## src/supply_cmd_pkg.sv

```systemverilog
// Constants for the LCD supply command decoder.
// Assumes a single 100 MHz clock domain; host pins are asynchronous.
package supply_cmd_pkg;
   localparam int           VOL_W        = 7;
   localparam int           GRAD_W       = 3;
   localparam int           COL_W        = 8;
   localparam int           PAGE_W       = 5;
   localparam logic [7:0]   CMD_VOLUME   = 8'h81;
   localparam logic [7:0]   CMD_DISCH    = 8'hea;
   localparam logic [7:0]   CMD_PSAVE    = 8'ha8;
   localparam logic [7:0]   CMD_GRAD     = 8'h4e;
   localparam logic [7:0]   CMD_STATUS   = 8'h8e;
   localparam logic [7:0]   CMD_RESET    = 8'he2;
   localparam logic [6:0]   MASK_ONE_BIT = 7'h7f;
   localparam logic [VOL_W-1:0]  VOL_RST  = 7'h00;
   localparam logic [GRAD_W-1:0] GRAD_RST = 3'h0;
   localparam logic [7:0]   RD_IDLE      = 8'h00;

   typedef enum logic [1:0] {
      PEND_NONE,
      PEND_VOLUME,
      PEND_GRAD,
      PEND_STATUS
   } pend_t;
endpackage : supply_cmd_pkg

```

## src/host_byte_if.sv

```systemverilog
// Carrier between the pin front end and the command decoder.
// Assumes both ends run on clk.
`timescale 1ns/1ns
interface host_byte_if;
   logic       wr_stb;
   logic       rd_stb;
   logic       sel;
   logic [7:0] data;

   modport front (output wr_stb, output rd_stb, output sel, output data);
   modport core  (input wr_stb, input rd_stb, input sel, input data);
endinterface : host_byte_if

```

## src/host_pin_sync.sv

```systemverilog
// Synchronises the host strobes and turns the rising (end) edge of wr_b and the falling (start) edge of rd_b into pulses.
// Assumes data and select are stable around the end of each strobe.
`timescale 1ns/1ns
module host_pin_sync (
   // Clock and reset
   input  wire logic       clk,
   input  wire logic       rst_b,
   // Host pins
   input  wire logic       wr_b,
   input  wire logic       rd_b,
   input  wire logic       cmd_param_select,
   input  wire logic [7:0] data_in,
   // Toward the decoder
   host_byte_if.front      hb
);
   logic [2:0] wr_sh_ff;
   logic [2:0] rd_sh_ff;
   logic [2:0] sel_sh_ff;
   logic       wr_lvl_ff;
   logic       rd_lvl_ff;
   logic       sel_lvl_ff;
   logic [7:0] data_s0_ff;
   logic [7:0] data_s1_ff;
   logic [7:0] data_s2_ff;
   logic [7:0] data_ff;
   logic [7:0] nxt_data;
   logic [2:0] nxt_wr_sh;
   logic [2:0] nxt_rd_sh;
   logic [2:0] nxt_sel_sh;
   logic       nxt_wr_lvl;
   logic       nxt_rd_lvl;
   logic       nxt_sel_lvl;

   always_comb begin
      nxt_wr_sh  = {wr_sh_ff[1:0], wr_b};
      nxt_rd_sh  = {rd_sh_ff[1:0], rd_b};
      nxt_sel_sh = {sel_sh_ff[1:0], cmd_param_select};
      nxt_wr_lvl  = (wr_sh_ff[2] == wr_sh_ff[1]) ? wr_sh_ff[2] : wr_lvl_ff;
      nxt_rd_lvl  = (rd_sh_ff[2] == rd_sh_ff[1]) ? rd_sh_ff[2] : rd_lvl_ff;
      nxt_sel_lvl = (sel_sh_ff[2] == sel_sh_ff[1]) ? sel_sh_ff[2] : sel_lvl_ff;
      nxt_data    = (data_s2_ff == data_s1_ff) ? data_s2_ff : data_ff;
   end

   always_ff @(posedge clk or negedge rst_b) begin
      if (!rst_b) begin
         wr_sh_ff   <= 3'h7;
         rd_sh_ff   <= 3'h7;
         sel_sh_ff  <= 3'h0;
         wr_lvl_ff  <= 1'b1;
         rd_lvl_ff  <= 1'b1;
         sel_lvl_ff <= 1'b0;
         data_s0_ff <= 8'h00;
         data_s1_ff <= 8'h00;
         data_s2_ff <= 8'h00;
         data_ff    <= 8'h00;
      end else begin
         wr_sh_ff   <= nxt_wr_sh;
         rd_sh_ff   <= nxt_rd_sh;
         sel_sh_ff  <= nxt_sel_sh;
         wr_lvl_ff  <= nxt_wr_lvl;
         rd_lvl_ff  <= nxt_rd_lvl;
         sel_lvl_ff <= nxt_sel_lvl;
         data_s0_ff <= data_in;
         data_s1_ff <= data_s0_ff;
         data_s2_ff <= data_s1_ff;
         data_ff    <= nxt_data;
      end
   end

   // Byte taken at the end of the write strobe
   assign hb.wr_stb = nxt_wr_lvl & ~wr_lvl_ff;
   assign hb.rd_stb = ~nxt_rd_lvl & rd_lvl_ff;
   assign hb.sel    = sel_lvl_ff;
   assign hb.data   = data_ff;
endmodule : host_pin_sync

```

## src/supply_cmd_decode.sv

```systemverilog
// Decodes the supply commands and holds the volume, gradient and mode state.
// Assumes command bytes come through host_pin_sync; addresses live elsewhere.
`timescale 1ns/1ns
module supply_cmd_decode (
   // Clock and reset
   input  wire logic                                clk,
   input  wire logic                                rst_b,
   // Host parallel port
   input  wire logic                                wr_b,
   input  wire logic                                rd_b,
   input  wire logic                                cmd_param_select,
   input  wire logic [7:0]                          data_in,
   output logic [7:0]                               data_out,
   output logic [7:0]                               data_oe,
   // Supply and driver control
   output logic [supply_cmd_pkg::VOL_W-1:0]         volume_bits,
   output logic [supply_cmd_pkg::GRAD_W-1:0]        gradient_bits,
   output logic                                     discharge_on,
   output logic                                     power_save,
   output logic                                     osc_run,
   output logic                                     supply_run,
   output logic                                     drivers_to_vss,
   output logic                                     blanking_out,
   // Address and mode state cleared by soft reset
   output logic [supply_cmd_pkg::COL_W-1:0]         column_addr,
   output logic [supply_cmd_pkg::PAGE_W-1:0]        page_addr,
   output logic                                     rmw_mode,
   output logic                                     test_mode,
   output logic                                     soft_reset_pulse
);
   host_byte_if hb ();

   host_pin_sync u_sync (
      .clk              (clk),
      .rst_b            (rst_b),
      .wr_b             (wr_b),
      .rd_b             (rd_b),
      .cmd_param_select (cmd_param_select),
      .data_in          (data_in),
      .hb               (hb)
   );

   supply_cmd_pkg::pend_t                   pend_ff;
   supply_cmd_pkg::pend_t                   nxt_pend;
   logic [supply_cmd_pkg::VOL_W-1:0]        vol_ff;
   logic [supply_cmd_pkg::VOL_W-1:0]        nxt_vol;
   logic [supply_cmd_pkg::GRAD_W-1:0]       grad_ff;
   logic [supply_cmd_pkg::GRAD_W-1:0]       nxt_grad;
   logic                                    dis_ff;
   logic                                    nxt_dis;
   logic                                    ps_ff;
   logic                                    nxt_ps;
   logic [supply_cmd_pkg::COL_W-1:0]        col_ff;
   logic [supply_cmd_pkg::PAGE_W-1:0]       page_ff;
   logic                                    rmw_ff;
   logic                                    test_ff;
   logic                                    srst_ff;
   logic                                    nxt_srst;
   logic [7:0]                              dout_ff;
   logic [7:0]                              nxt_dout;
   logic                                    oe_ff;
   logic                                    nxt_oe;

   // One-bit command families ignore D0 when matching
   function automatic logic is_cmd(input logic [7:0] b, input logic [7:0] code);
      is_cmd = (b[7:1] == code[7:1]);
   endfunction : is_cmd

   function automatic logic [2:0] mirror3(input logic [2:0] v);
      mirror3 = {v[0], v[1], v[2]};
   endfunction : mirror3

   function automatic logic known_cmd(input logic [7:0] b);
      known_cmd = (b == supply_cmd_pkg::CMD_VOLUME) || (b == supply_cmd_pkg::CMD_GRAD)
         || (b == supply_cmd_pkg::CMD_STATUS) || (b == supply_cmd_pkg::CMD_RESET)
         || is_cmd(b, supply_cmd_pkg::CMD_DISCH) || is_cmd(b, supply_cmd_pkg::CMD_PSAVE);
   endfunction : known_cmd

   logic cmd_wr;
   logic par_wr;
   // Host port is never gated by power save
   assign cmd_wr = hb.wr_stb & ~hb.sel;
   assign par_wr = hb.wr_stb &  hb.sel;

   always_comb begin
      nxt_pend = pend_ff;
      nxt_vol  = vol_ff;
      nxt_grad = grad_ff;
      nxt_dis  = dis_ff;
      nxt_ps   = ps_ff;
      nxt_srst = 1'b0;
      nxt_dout = dout_ff;
      nxt_oe   = oe_ff;
      if (cmd_wr) begin
         nxt_pend = supply_cmd_pkg::PEND_NONE;
         if (hb.data == supply_cmd_pkg::CMD_VOLUME) begin
            nxt_pend = supply_cmd_pkg::PEND_VOLUME;
         end else if (hb.data == supply_cmd_pkg::CMD_GRAD) begin
            nxt_pend = supply_cmd_pkg::PEND_GRAD;
         end else if (hb.data == supply_cmd_pkg::CMD_STATUS) begin
            nxt_pend = supply_cmd_pkg::PEND_STATUS;
         end else if (hb.data == supply_cmd_pkg::CMD_RESET) begin
            nxt_srst = 1'b1;
         end else if (is_cmd(hb.data, supply_cmd_pkg::CMD_DISCH)) begin
            nxt_dis = hb.data[0];
         end else if (is_cmd(hb.data, supply_cmd_pkg::CMD_PSAVE)) begin
            nxt_ps = hb.data[0];
         end
         // Other codes change no setting but still clear any pending parameter or status read
      end else if (par_wr) begin
         case (pend_ff)
            supply_cmd_pkg::PEND_VOLUME: begin
               nxt_vol  = hb.data[supply_cmd_pkg::VOL_W-1:0];
               nxt_pend = supply_cmd_pkg::PEND_NONE;
            end
            supply_cmd_pkg::PEND_GRAD: begin
               nxt_grad = hb.data[supply_cmd_pkg::GRAD_W-1:0];
               nxt_pend = supply_cmd_pkg::PEND_NONE;
            end
            default: begin
            end
         endcase
      end
      if (hb.rd_stb && pend_ff == supply_cmd_pkg::PEND_STATUS) begin
         nxt_dout = {5'h00, mirror3(grad_ff)};
         nxt_oe   = 1'b1;
      end else if (hb.rd_stb) begin
         nxt_dout = supply_cmd_pkg::RD_IDLE;
         nxt_oe   = 1'b1;
      end else if (cmd_wr || par_wr) begin
         nxt_oe   = 1'b0;
      end
   end

   // Hardware reset pin is the only full initialisation
   always_ff @(posedge clk or negedge rst_b) begin
      if (!rst_b) begin
         pend_ff <= supply_cmd_pkg::PEND_NONE;
         vol_ff  <= supply_cmd_pkg::VOL_RST;
         grad_ff <= supply_cmd_pkg::GRAD_RST;
         dis_ff  <= 1'b0;
         ps_ff   <= 1'b0;
         srst_ff <= 1'b0;
         dout_ff <= supply_cmd_pkg::RD_IDLE;
         oe_ff   <= 1'b0;
      end else begin
         pend_ff <= nxt_pend;
         vol_ff  <= nxt_vol;
         grad_ff <= nxt_grad;
         dis_ff  <= nxt_dis;
         ps_ff   <= nxt_ps;
         srst_ff <= nxt_srst;
         dout_ff <= nxt_dout;
         oe_ff   <= nxt_oe;
      end
   end

   // Address state: soft reset clears only these, volume and gradient stay
   logic [supply_cmd_pkg::COL_W-1:0]  nxt_col;
   logic [supply_cmd_pkg::PAGE_W-1:0] nxt_page;
   logic                              nxt_rmw;
   logic                              nxt_test;
   always_comb begin
      nxt_col  = col_ff;
      nxt_page = page_ff;
      nxt_rmw  = rmw_ff;
      nxt_test = test_ff;
      if (srst_ff) begin
         nxt_col  = '0;
         nxt_page = '0;
         nxt_rmw  = 1'b0;
         nxt_test = 1'b0;
      end
   end

   always_ff @(posedge clk or negedge rst_b) begin
      if (!rst_b) begin
         col_ff  <= '0;
         page_ff <= '0;
         rmw_ff  <= 1'b0;
         test_ff <= 1'b0;
      end else begin
         col_ff  <= nxt_col;
         page_ff <= nxt_page;
         rmw_ff  <= nxt_rmw;
         test_ff <= nxt_test;
      end
   end

   // Power-save view; settings registers are untouched so exit restores them
   logic ps_out_ff;
   logic blank_ff;
   logic osc_ff;
   logic sup_ff;
   logic nxt_ps_out;
   logic nxt_blank;
   logic nxt_osc;
   logic nxt_sup;
   always_comb begin
      nxt_ps_out = ps_ff;
      nxt_blank  = ~ps_ff;
      nxt_osc    = ~ps_ff;
      nxt_sup    = ~ps_ff;
   end

   always_ff @(posedge clk or negedge rst_b) begin
      if (!rst_b) begin
         ps_out_ff <= 1'b0;
         blank_ff  <= 1'b1;
         osc_ff    <= 1'b1;
         sup_ff    <= 1'b1;
      end else begin
         ps_out_ff <= nxt_ps_out;
         blank_ff  <= nxt_blank;
         osc_ff    <= nxt_osc;
         sup_ff    <= nxt_sup;
      end
   end

   assign volume_bits      = vol_ff;
   assign gradient_bits    = grad_ff;
   assign discharge_on     = dis_ff;
   assign power_save       = ps_out_ff;
   assign osc_run          = osc_ff;
   assign supply_run       = sup_ff;
   assign drivers_to_vss   = ps_out_ff;
   assign blanking_out     = blank_ff;
   assign column_addr      = col_ff;
   assign page_addr        = page_ff;
   assign rmw_mode         = rmw_ff;
   assign test_mode        = test_ff;
   assign soft_reset_pulse = srst_ff;
   assign data_out         = dout_ff;
   assign data_oe          = {8{oe_ff}};

   // Assertions
   property p_vol_load;
      @(posedge clk) disable iff (!rst_b)
      (par_wr && pend_ff == supply_cmd_pkg::PEND_VOLUME)
         |=> (vol_ff == $past(hb.data[6:0]) && pend_ff == supply_cmd_pkg::PEND_NONE);
   endproperty
   a_vol_load: assert property (p_vol_load) else $error("volume not loaded");

   property p_vol_stable;
      @(posedge clk) disable iff (!rst_b)
      !(par_wr && pend_ff == supply_cmd_pkg::PEND_VOLUME) |=> $stable(vol_ff);
   endproperty
   a_vol_stable: assert property (p_vol_stable) else $error("volume changed");

   property p_psave;
      @(posedge clk) disable iff (!rst_b)
      (cmd_wr && is_cmd(hb.data, supply_cmd_pkg::CMD_PSAVE))
         |=> ##1 (power_save == $past(hb.data[0], 2) && blanking_out == !power_save);
   endproperty
   a_psave: assert property (p_psave) else $error("power save wrong");

   property p_disch;
      @(posedge clk) disable iff (!rst_b)
      (cmd_wr && is_cmd(hb.data, supply_cmd_pkg::CMD_DISCH)) |=> dis_ff == $past(hb.data[0]);
   endproperty
   a_disch: assert property (p_disch) else $error("discharge wrong");

   property p_grad;
      @(posedge clk) disable iff (!rst_b)
      (par_wr && pend_ff == supply_cmd_pkg::PEND_GRAD) |=> grad_ff == $past(hb.data[2:0]);
   endproperty
   a_grad: assert property (p_grad) else $error("gradient wrong");

   property p_status;
      @(posedge clk) disable iff (!rst_b)
      (hb.rd_stb && pend_ff == supply_cmd_pkg::PEND_STATUS)
         |=> data_out[2:0] == {grad_ff[0], grad_ff[1], grad_ff[2]} && data_oe[0];
   endproperty
   a_status: assert property (p_status) else $error("status mismatch");

   property p_srst;
      @(posedge clk) disable iff (!rst_b)
      (cmd_wr && hb.data == supply_cmd_pkg::CMD_RESET)
         |=> ##1 (col_ff == '0 && page_ff == '0 && !rmw_ff && !test_ff && $stable(vol_ff));
   endproperty
   a_srst: assert property (p_srst) else $error("soft reset wrong");

   property p_vss;
      @(posedge clk) disable iff (!rst_b)
      ps_ff |=> (drivers_to_vss && !osc_run && !supply_run);
   endproperty
   a_vss: assert property (p_vss) else $error("drivers not at ground");

   property p_ps_keep;
      @(posedge clk) disable iff (!rst_b)
      (cmd_wr && is_cmd(hb.data, supply_cmd_pkg::CMD_PSAVE))
         |=> ($stable(vol_ff) && $stable(grad_ff) && $stable(dis_ff));
   endproperty
   a_ps_keep: assert property (p_ps_keep) else $error("settings moved by power save");

   property p_unknown;
      @(posedge clk) disable iff (!rst_b)
      (cmd_wr && !known_cmd(hb.data))
         |=> ($stable(vol_ff) && $stable(grad_ff) && $stable(dis_ff)
              && $stable(ps_ff) && !srst_ff);
   endproperty
   a_unknown: assert property (p_unknown) else $error("unknown command changed state");

   property p_rd_idle;
      @(posedge clk) disable iff (!rst_b)
      (hb.rd_stb && pend_ff != supply_cmd_pkg::PEND_STATUS)
         |=> (data_out == supply_cmd_pkg::RD_IDLE && data_oe[0]);
   endproperty
   a_rd_idle: assert property (p_rd_idle) else $error("idle read wrong");

   property p_rd_ps;
      @(posedge clk) disable iff (!rst_b)
      (hb.rd_stb && ps_ff) |=> data_oe[0];
   endproperty
   a_rd_ps: assert property (p_rd_ps) else $error("read refused in power save");

   c_vol:    cover property (@(posedge clk) par_wr && pend_ff == supply_cmd_pkg::PEND_VOLUME);
   c_ps:     cover property (@(posedge clk) $rose(power_save) ##[1:500] $fell(power_save));
   c_status: cover property (@(posedge clk) hb.rd_stb && pend_ff == supply_cmd_pkg::PEND_STATUS);
   c_srst:   cover property (@(posedge clk) srst_ff);
   c_rd_ps:  cover property (@(posedge clk) hb.rd_stb && ps_ff);
endmodule : supply_cmd_decode

```

## config.mk

```make
export PLATFORM = sky130hd
export DESIGN_NAME = supply_cmd_decode
export DESIGN_NICKNAME = d
export VERILOG_FILES = /design/src/supply_cmd_pkg.sv /design/src/host_byte_if.sv /design/src/host_pin_sync.sv /design/src/supply_cmd_decode.sv
export SDC_FILE = /design/constraint.sdc
export NUM_CORES = 1
export LEC_CHECK = 0
export ABC_AREA = 1
export BUFFER_PORTS_ARGS = -buffer_cell sky130_fd_sc_hd__buf_4
export CELL_PAD_IN_SITES_DETAIL_PLACEMENT = 0
export CELL_PAD_IN_SITES_GLOBAL_PLACEMENT = 1
export CORE_MARGIN = 3
export CORE_UTILIZATION = 43
export CTS_BUF_LIST = sky130_fd_sc_hd__clkbuf_2 sky130_fd_sc_hd__clkbuf_4 sky130_fd_sc_hd__clkbuf_8
export CTS_CLUSTER_DIAMETER = 100
export DETAILED_ROUTE_END_ITERATION = 6
export GPL_ROUTABILITY_DRIVEN = 0
export PLACE_DENSITY_LB_ADDON = 0.1
export SLEW_MARGIN = 20
export SYNTH_ARGS = -nofsm -noshare
export SYNTH_HDL_FRONTEND = slang
export SYNTH_SLANG_ARGS = --single-unit
```

## constraint.sdc

```tcl
create_clock -name clk -period 1.45 [get_ports clk]
set_input_delay 0.145 -clock clk [delete_from_list [all_inputs] [get_ports clk]]
set_output_delay 0.145 -clock clk [all_outputs]
set_load 0.1 [all_outputs]
```

==> impl_metrics.prom <==
# TYPE chip_impl_metric gauge
chip_impl_info{name="worstPathCellList",value="buf_4"} 1
chip_impl_metric{name="ant_nets",unit=""} 0
chip_impl_metric{name="required",unit="ps"} 1310
chip_impl_metric{name="globalRouteTotalUtil",unit="%"} 13.30
chip_impl_metric{name="largest_driver_fanout_on_the_critical_path",unit=""} 9
chip_impl_metric{name="via_count",unit=""} 1615
chip_impl_metric{name="rows",unit=""} 27
chip_impl_metric{name="finalHoldViolations",unit=""} 0
chip_impl_metric{name="synth_adder_area_share",unit="%"} 2.585
chip_impl_metric{name="post-route-drc-count",unit=""} 0
chip_impl_metric{name="static_leakage",unit="nW"} 1.607
chip_impl_metric{name="synth_top_area_share",unit="%"} 53.61
chip_impl_metric{name="first_pass_iteration_count_of_the_detailed_router",unit=""} 4
chip_impl_metric{name="clock_insertion_delay_worst_skew",unit="ps"} 330
chip_impl_metric{name="die_height",unit="um"} 83.97
chip_impl_metric{name="min_period_over_period",unit="%"} 91.10
chip_impl_metric{name="port_buffers",unit=""} 40
chip_impl_metric{name="postCtsSetupBuffers",unit=""} 0
chip_impl_metric{name="avgRoutedWirePerCell",unit="um"} 10.94
chip_impl_metric{name="die_area",unit="sq mm"} 0.007050
chip_impl_metric{name="number_of_vias_per_cell",unit=""} 4.341
chip_impl_info{name="critical_path.top_delay_family",value="flip-flops"} 1
chip_impl_metric{name="global_route.overflow_total",unit=""} 0
chip_impl_metric{name="sw_frac_of_total",unit="%"} 31.37
chip_impl_info{name="slowest_stage",value="sky130_fd_sc_hd__dfrtp_1"} 1
chip_impl_metric{name="multi_input_gate_area_in_the_final_layout",unit="sq um"} 734.5
chip_impl_info{name="synth_area_leader",value="sky130_fd_sc_hd__dfrtp_1"} 1
chip_impl_metric{name="yosys.area_share.xor_xnor",unit="%"} 2.011
chip_impl_metric{name="setup_total_negative_slack",unit="ps"} 0
chip_impl_metric{name="rrSetupSlack",unit="ps"} 160
chip_impl_info{name="cts_tree",value="yes"} 1
chip_impl_metric{name="pwr_density_cell",unit="mW/mm^2"} 1406
chip_impl_metric{name="synthesized_instance_count",unit=""} 243
chip_impl_metric{name="first_drt_iteration_drcs",unit=""} 66
chip_impl_metric{name="antenna_found_initial",unit=""} 0
chip_impl_info{name="run_status",value="finished clean"} 1
chip_impl_metric{name="ff_latch_area",unit="sq mm"} 0.001639
chip_impl_metric{name="ios",unit=""} 61
chip_impl_metric{name="grt_first_pass_wirelength",unit="um"} 7279
chip_impl_metric{name="fin_skew",unit="ps"} 6.799
chip_impl_metric{name="cts.clk_slew.worst_paths",unit="ps"} 70
chip_impl_metric{name="netlist_area",unit="sq mm"} 0.002614
chip_impl_metric{name="post_route_cells_drive_above_1_share",unit="%"} 27.33
chip_impl_metric{name="initial_utilization",unit="%"} 45.78
chip_impl_metric{name="cts-buffers-inserted",unit=""} 9
chip_impl_info{name="endpoint_kind",value="output pin"} 1
chip_impl_metric{name="fillers",unit=""} 505
chip_impl_info{name="critical_path.reg2reg.startpoint",value="u_sync.wr_sh_ff[1]"} 1
chip_impl_metric{name="cts_max_level",unit=""} 3
chip_impl_info{name="synth_top_family_by_area",value="simple AND/OR/NAND/NOR gates"} 1
chip_impl_metric{name="die_width",unit="um"} 83.97
chip_impl_metric{name="synth_area_per_cell",unit="sq um"} 10.76
chip_impl_metric{name="critical_path_buf_inv_count",unit=""} 1
chip_impl_metric{name="finalWorstPathRequiredPeriod",unit="ps"} 1321
chip_impl_metric{name="critical_path_arrival",unit="ps"} 1180
chip_impl_metric{name="nets_finish",unit=""} 312
chip_impl_metric{name="slew_viol_final",unit=""} 0
chip_impl_metric{name="synth_compound_area_share",unit="%"} 4.260
chip_impl_metric{name="setup-violations-final",unit=""} 0
chip_impl_metric{name="setup_ws",unit="ps"} 129.1
chip_impl_metric{name="synth_simple_gate_area_share",unit="%"} 16.28
chip_impl_info{name="cp-start-kind",value="register"} 1
chip_impl_metric{name="combinationalPowerShare",unit="%"} 19.2
chip_impl_metric{name="areaGrowthSynthToFinish",unit="%"} 23.22
chip_impl_metric{name="synth_cell_types",unit=""} 21
chip_impl_info{name="critical_path_class",value="register to output pin"} 1
chip_impl_metric{name="synth.ff_latch_count",unit=""} 65
chip_impl_metric{name="max_freq",unit="MHz"} 757.1
chip_impl_metric{name="maxCapViolCount",unit=""} 0
chip_impl_metric{name="synth.yosys.warnings",unit=""} 0
chip_impl_info{name="regToRegEndpoint",value="volume_bits[5]"} 1
chip_impl_info{name="worst_min_path_class",value="primary input to async pin"} 1
chip_impl_metric{name="critical_path.max_stage_delay",unit="ps"} 490
chip_impl_metric{name="synth.area.mux_share",unit="%"} 0
chip_impl_metric{name="timing.reg2reg.worst_path_depth",unit=""} 6
chip_impl_metric{name="synth_sequential_area_ratio",unit="%"} 62.66
chip_impl_metric{name="pre_cts_slack",unit="ps"} 102.3
chip_impl_metric{name="grt_start_max_net_pins",unit=""} 30
chip_impl_metric{name="share_seq_of_total_power",unit="%"} 43.7
chip_impl_info{name="ctsRootBufferMaster",value="sky130_fd_sc_hd__clkbuf_8"} 1
chip_impl_metric{name="post_dp_hpwl",unit="um"} 2895
chip_impl_info{name="rsz_0062_raised_after_global_routing",value="no"} 1
chip_impl_info{name="synth.top_cells.by_area",value="sky130_fd_sc_hd__dfrtp_1, sky130_fd_sc_hd__nand2_1, sky130_fd_sc_hd__dfstp_2"} 1
chip_impl_metric{name="num_antenna_cells",unit=""} 0
chip_impl_metric{name="ir_drop",unit="mV"} 0.8677
chip_impl_metric{name="cts_sinks",unit=""} 65
chip_impl_metric{name="p_int",unit="mW"} 3.107
chip_impl_metric{name="core_area",unit="sq mm"} 0.005709
chip_impl_metric{name="cts_max_path_buffers",unit=""} 2
chip_impl_metric{name="totalWireLength",unit="um"} 4069
chip_impl_metric{name="clkPwrFrac",unit="%"} 37.2
chip_impl_metric{name="number_of_global_route_vias_before_repair",unit=""} 1611
chip_impl_metric{name="switching_power",unit="mW"} 1.420
==> cell usage in the layout (no fill, tap or decap), types with 3 or more instances in the layout <==
cell	count
sky130_fd_sc_hd__buf_4	41
sky130_fd_sc_hd__clkbuf_8	10
sky130_fd_sc_hd__conb_1	20
sky130_fd_sc_hd__dfrtp_1	55
sky130_fd_sc_hd__dfstp_2	9
sky130_fd_sc_hd__dlygate4sd3_1	12
sky130_fd_sc_hd__ha_1	3
sky130_fd_sc_hd__inv_1	19
sky130_fd_sc_hd__maj3_1	3
sky130_fd_sc_hd__nand2_1	64
sky130_fd_sc_hd__nand3_1	14
sky130_fd_sc_hd__nor2_1	6
sky130_fd_sc_hd__nor3_1	4
sky130_fd_sc_hd__o21ai_0	10
sky130_fd_sc_hd__o21ai_2	7
sky130_fd_sc_hd__xnor2_1	6
==> registers in the layout, indices dropped and copies added, names as in the netlist, 2 cells and up <==
signal,cells
data_out,3
gradient_bits,3
pend_ff,2
u_sync.data_s0_ff,8
u_sync.data_s1_ff,8
u_sync.data_s2_ff,8
u_sync.hb.data,8
u_sync.rd_sh_ff,3
u_sync.sel_sh_ff,3
u_sync.wr_sh_ff,3
volume_bits,7
==> worst max path at each step <==
stage	start	to	slack [ps]	cells after the start
floorplan	supply_run	osc_run	80	1
global placement	u_sync.wr_sh_ff[1]	nxt_ps_out	110	5
detailed placement	u_sync.wr_sh_ff[1]	nxt_ps_out	100	5
CTS	u_sync.wr_sh_ff[1]	nxt_ps_out	90	5
global route	u_sync.wr_sh_ff[1]	volume_bits[3]	40	6
finish	oe_ff	data_oe[6]	130	1
==> Yosys cell counts <==
| cell | count |
|---|---|
| sky130_fd_sc_hd__buf_4 | 31 |
| sky130_fd_sc_hd__buf_6 | 1 |
| sky130_fd_sc_hd__conb_1 | 1 |
| sky130_fd_sc_hd__dfrtp_1 | 56 |
| sky130_fd_sc_hd__dfstp_2 | 9 |
| sky130_fd_sc_hd__ha_1 | 3 |
| sky130_fd_sc_hd__inv_1 | 19 |
| sky130_fd_sc_hd__maj3_1 | 3 |
| sky130_fd_sc_hd__nand2_1 | 64 |
| sky130_fd_sc_hd__nand2_4 | 1 |
| sky130_fd_sc_hd__nand3_1 | 14 |
| sky130_fd_sc_hd__nand3_2 | 1 |
| sky130_fd_sc_hd__nand4_1 | 2 |
| sky130_fd_sc_hd__nor2_1 | 7 |
| sky130_fd_sc_hd__nor2_2 | 1 |
| sky130_fd_sc_hd__nor2_4 | 2 |
| sky130_fd_sc_hd__nor3_1 | 4 |
| sky130_fd_sc_hd__o21ai_0 | 10 |
| sky130_fd_sc_hd__o21ai_2 | 7 |
| sky130_fd_sc_hd__or2_2 | 1 |
| sky130_fd_sc_hd__xnor2_1 | 6 |
==> power groups by stage <==
| stage | registers [mW] | clock network, mW | logic (mW) |
|---|---|---|---|
| 2_1_floorplan | 1.99 | 0 | 0.794 |
| 3_3_place_gp | 2.01 | 0 | 0.847 |
| 3_5_place_dp | 2.01 | 0 | 0.849 |
| 4_1_cts | 1.98 | 1.72 | 0.875 |
| 5_1_grt | 1.99 | 1.80 | 0.915 |
| 6_report | 1.98 | 1.68 | 0.868 |
==> worst reg2reg max path: cells and delay by family (launching register included) <==
kind / cells / cell delay (ps)
flip-flops: 1 / 560
AND/OR/NAND/NOR: 4 / 400
AO/OA/AOI/OAI: 1 / 50
buffers and inverters: 1 / 160
==> layer usage <==
metal | track usage, % | up-vias | part of all wire [%]
li1 | - | 818 | -
met1 | 16.51 | 745 | 46
met2 | 20.46 | 43 | 46
met3 | 5.133 | 9 | 6.2
met4 | 6.140 | 0 | 2.1
met5 | 0 | - | 0
==> kinds of logic after synthesis <==
logic type      Yosys count
simple gates             97
flops                    65
buf+inv                  51
compound gates           17
xor+xnor                  6
fa+ha+maj                 6
other cells               1
==> area by class of cell <==
type                       count  share of cell area (%)
tap                           72                   2.797
multi-input combinational    146                   22.80
timing repair buffer          55                   14.53
sequential                    65                   50.89
clock buffer                  12                   4.740
clock inverter                 3                   2.020
inverter                      19                   2.214
==> per-stage QoR <==
stage	cells	hold WS, ps	util, %	power, mW	area (sq um)
final	372	236.0	56.41	4.527	3221
after global placement	345	63.11	50.45	2.855	2880
after floorplan	262	-150.6	-	2.787	2686
after global routing	372	249.9	56.41	4.703	3221
after detailed placement	345	62.24	50.45	2.860	2880
after CTS	372	241.5	56.37	4.574	3218
==> what timing repair did <==
| item | CTS | global route |
|---|---|---|
| hold endpoints to repair | 33 | 0 |
| resized for setup | 0 | 1 |
| hold buffers | 12 | 0 |
| endpoints found under the setup margin | 0 | 1 |
Note: power is estimated with default switching activity, not from simulation.
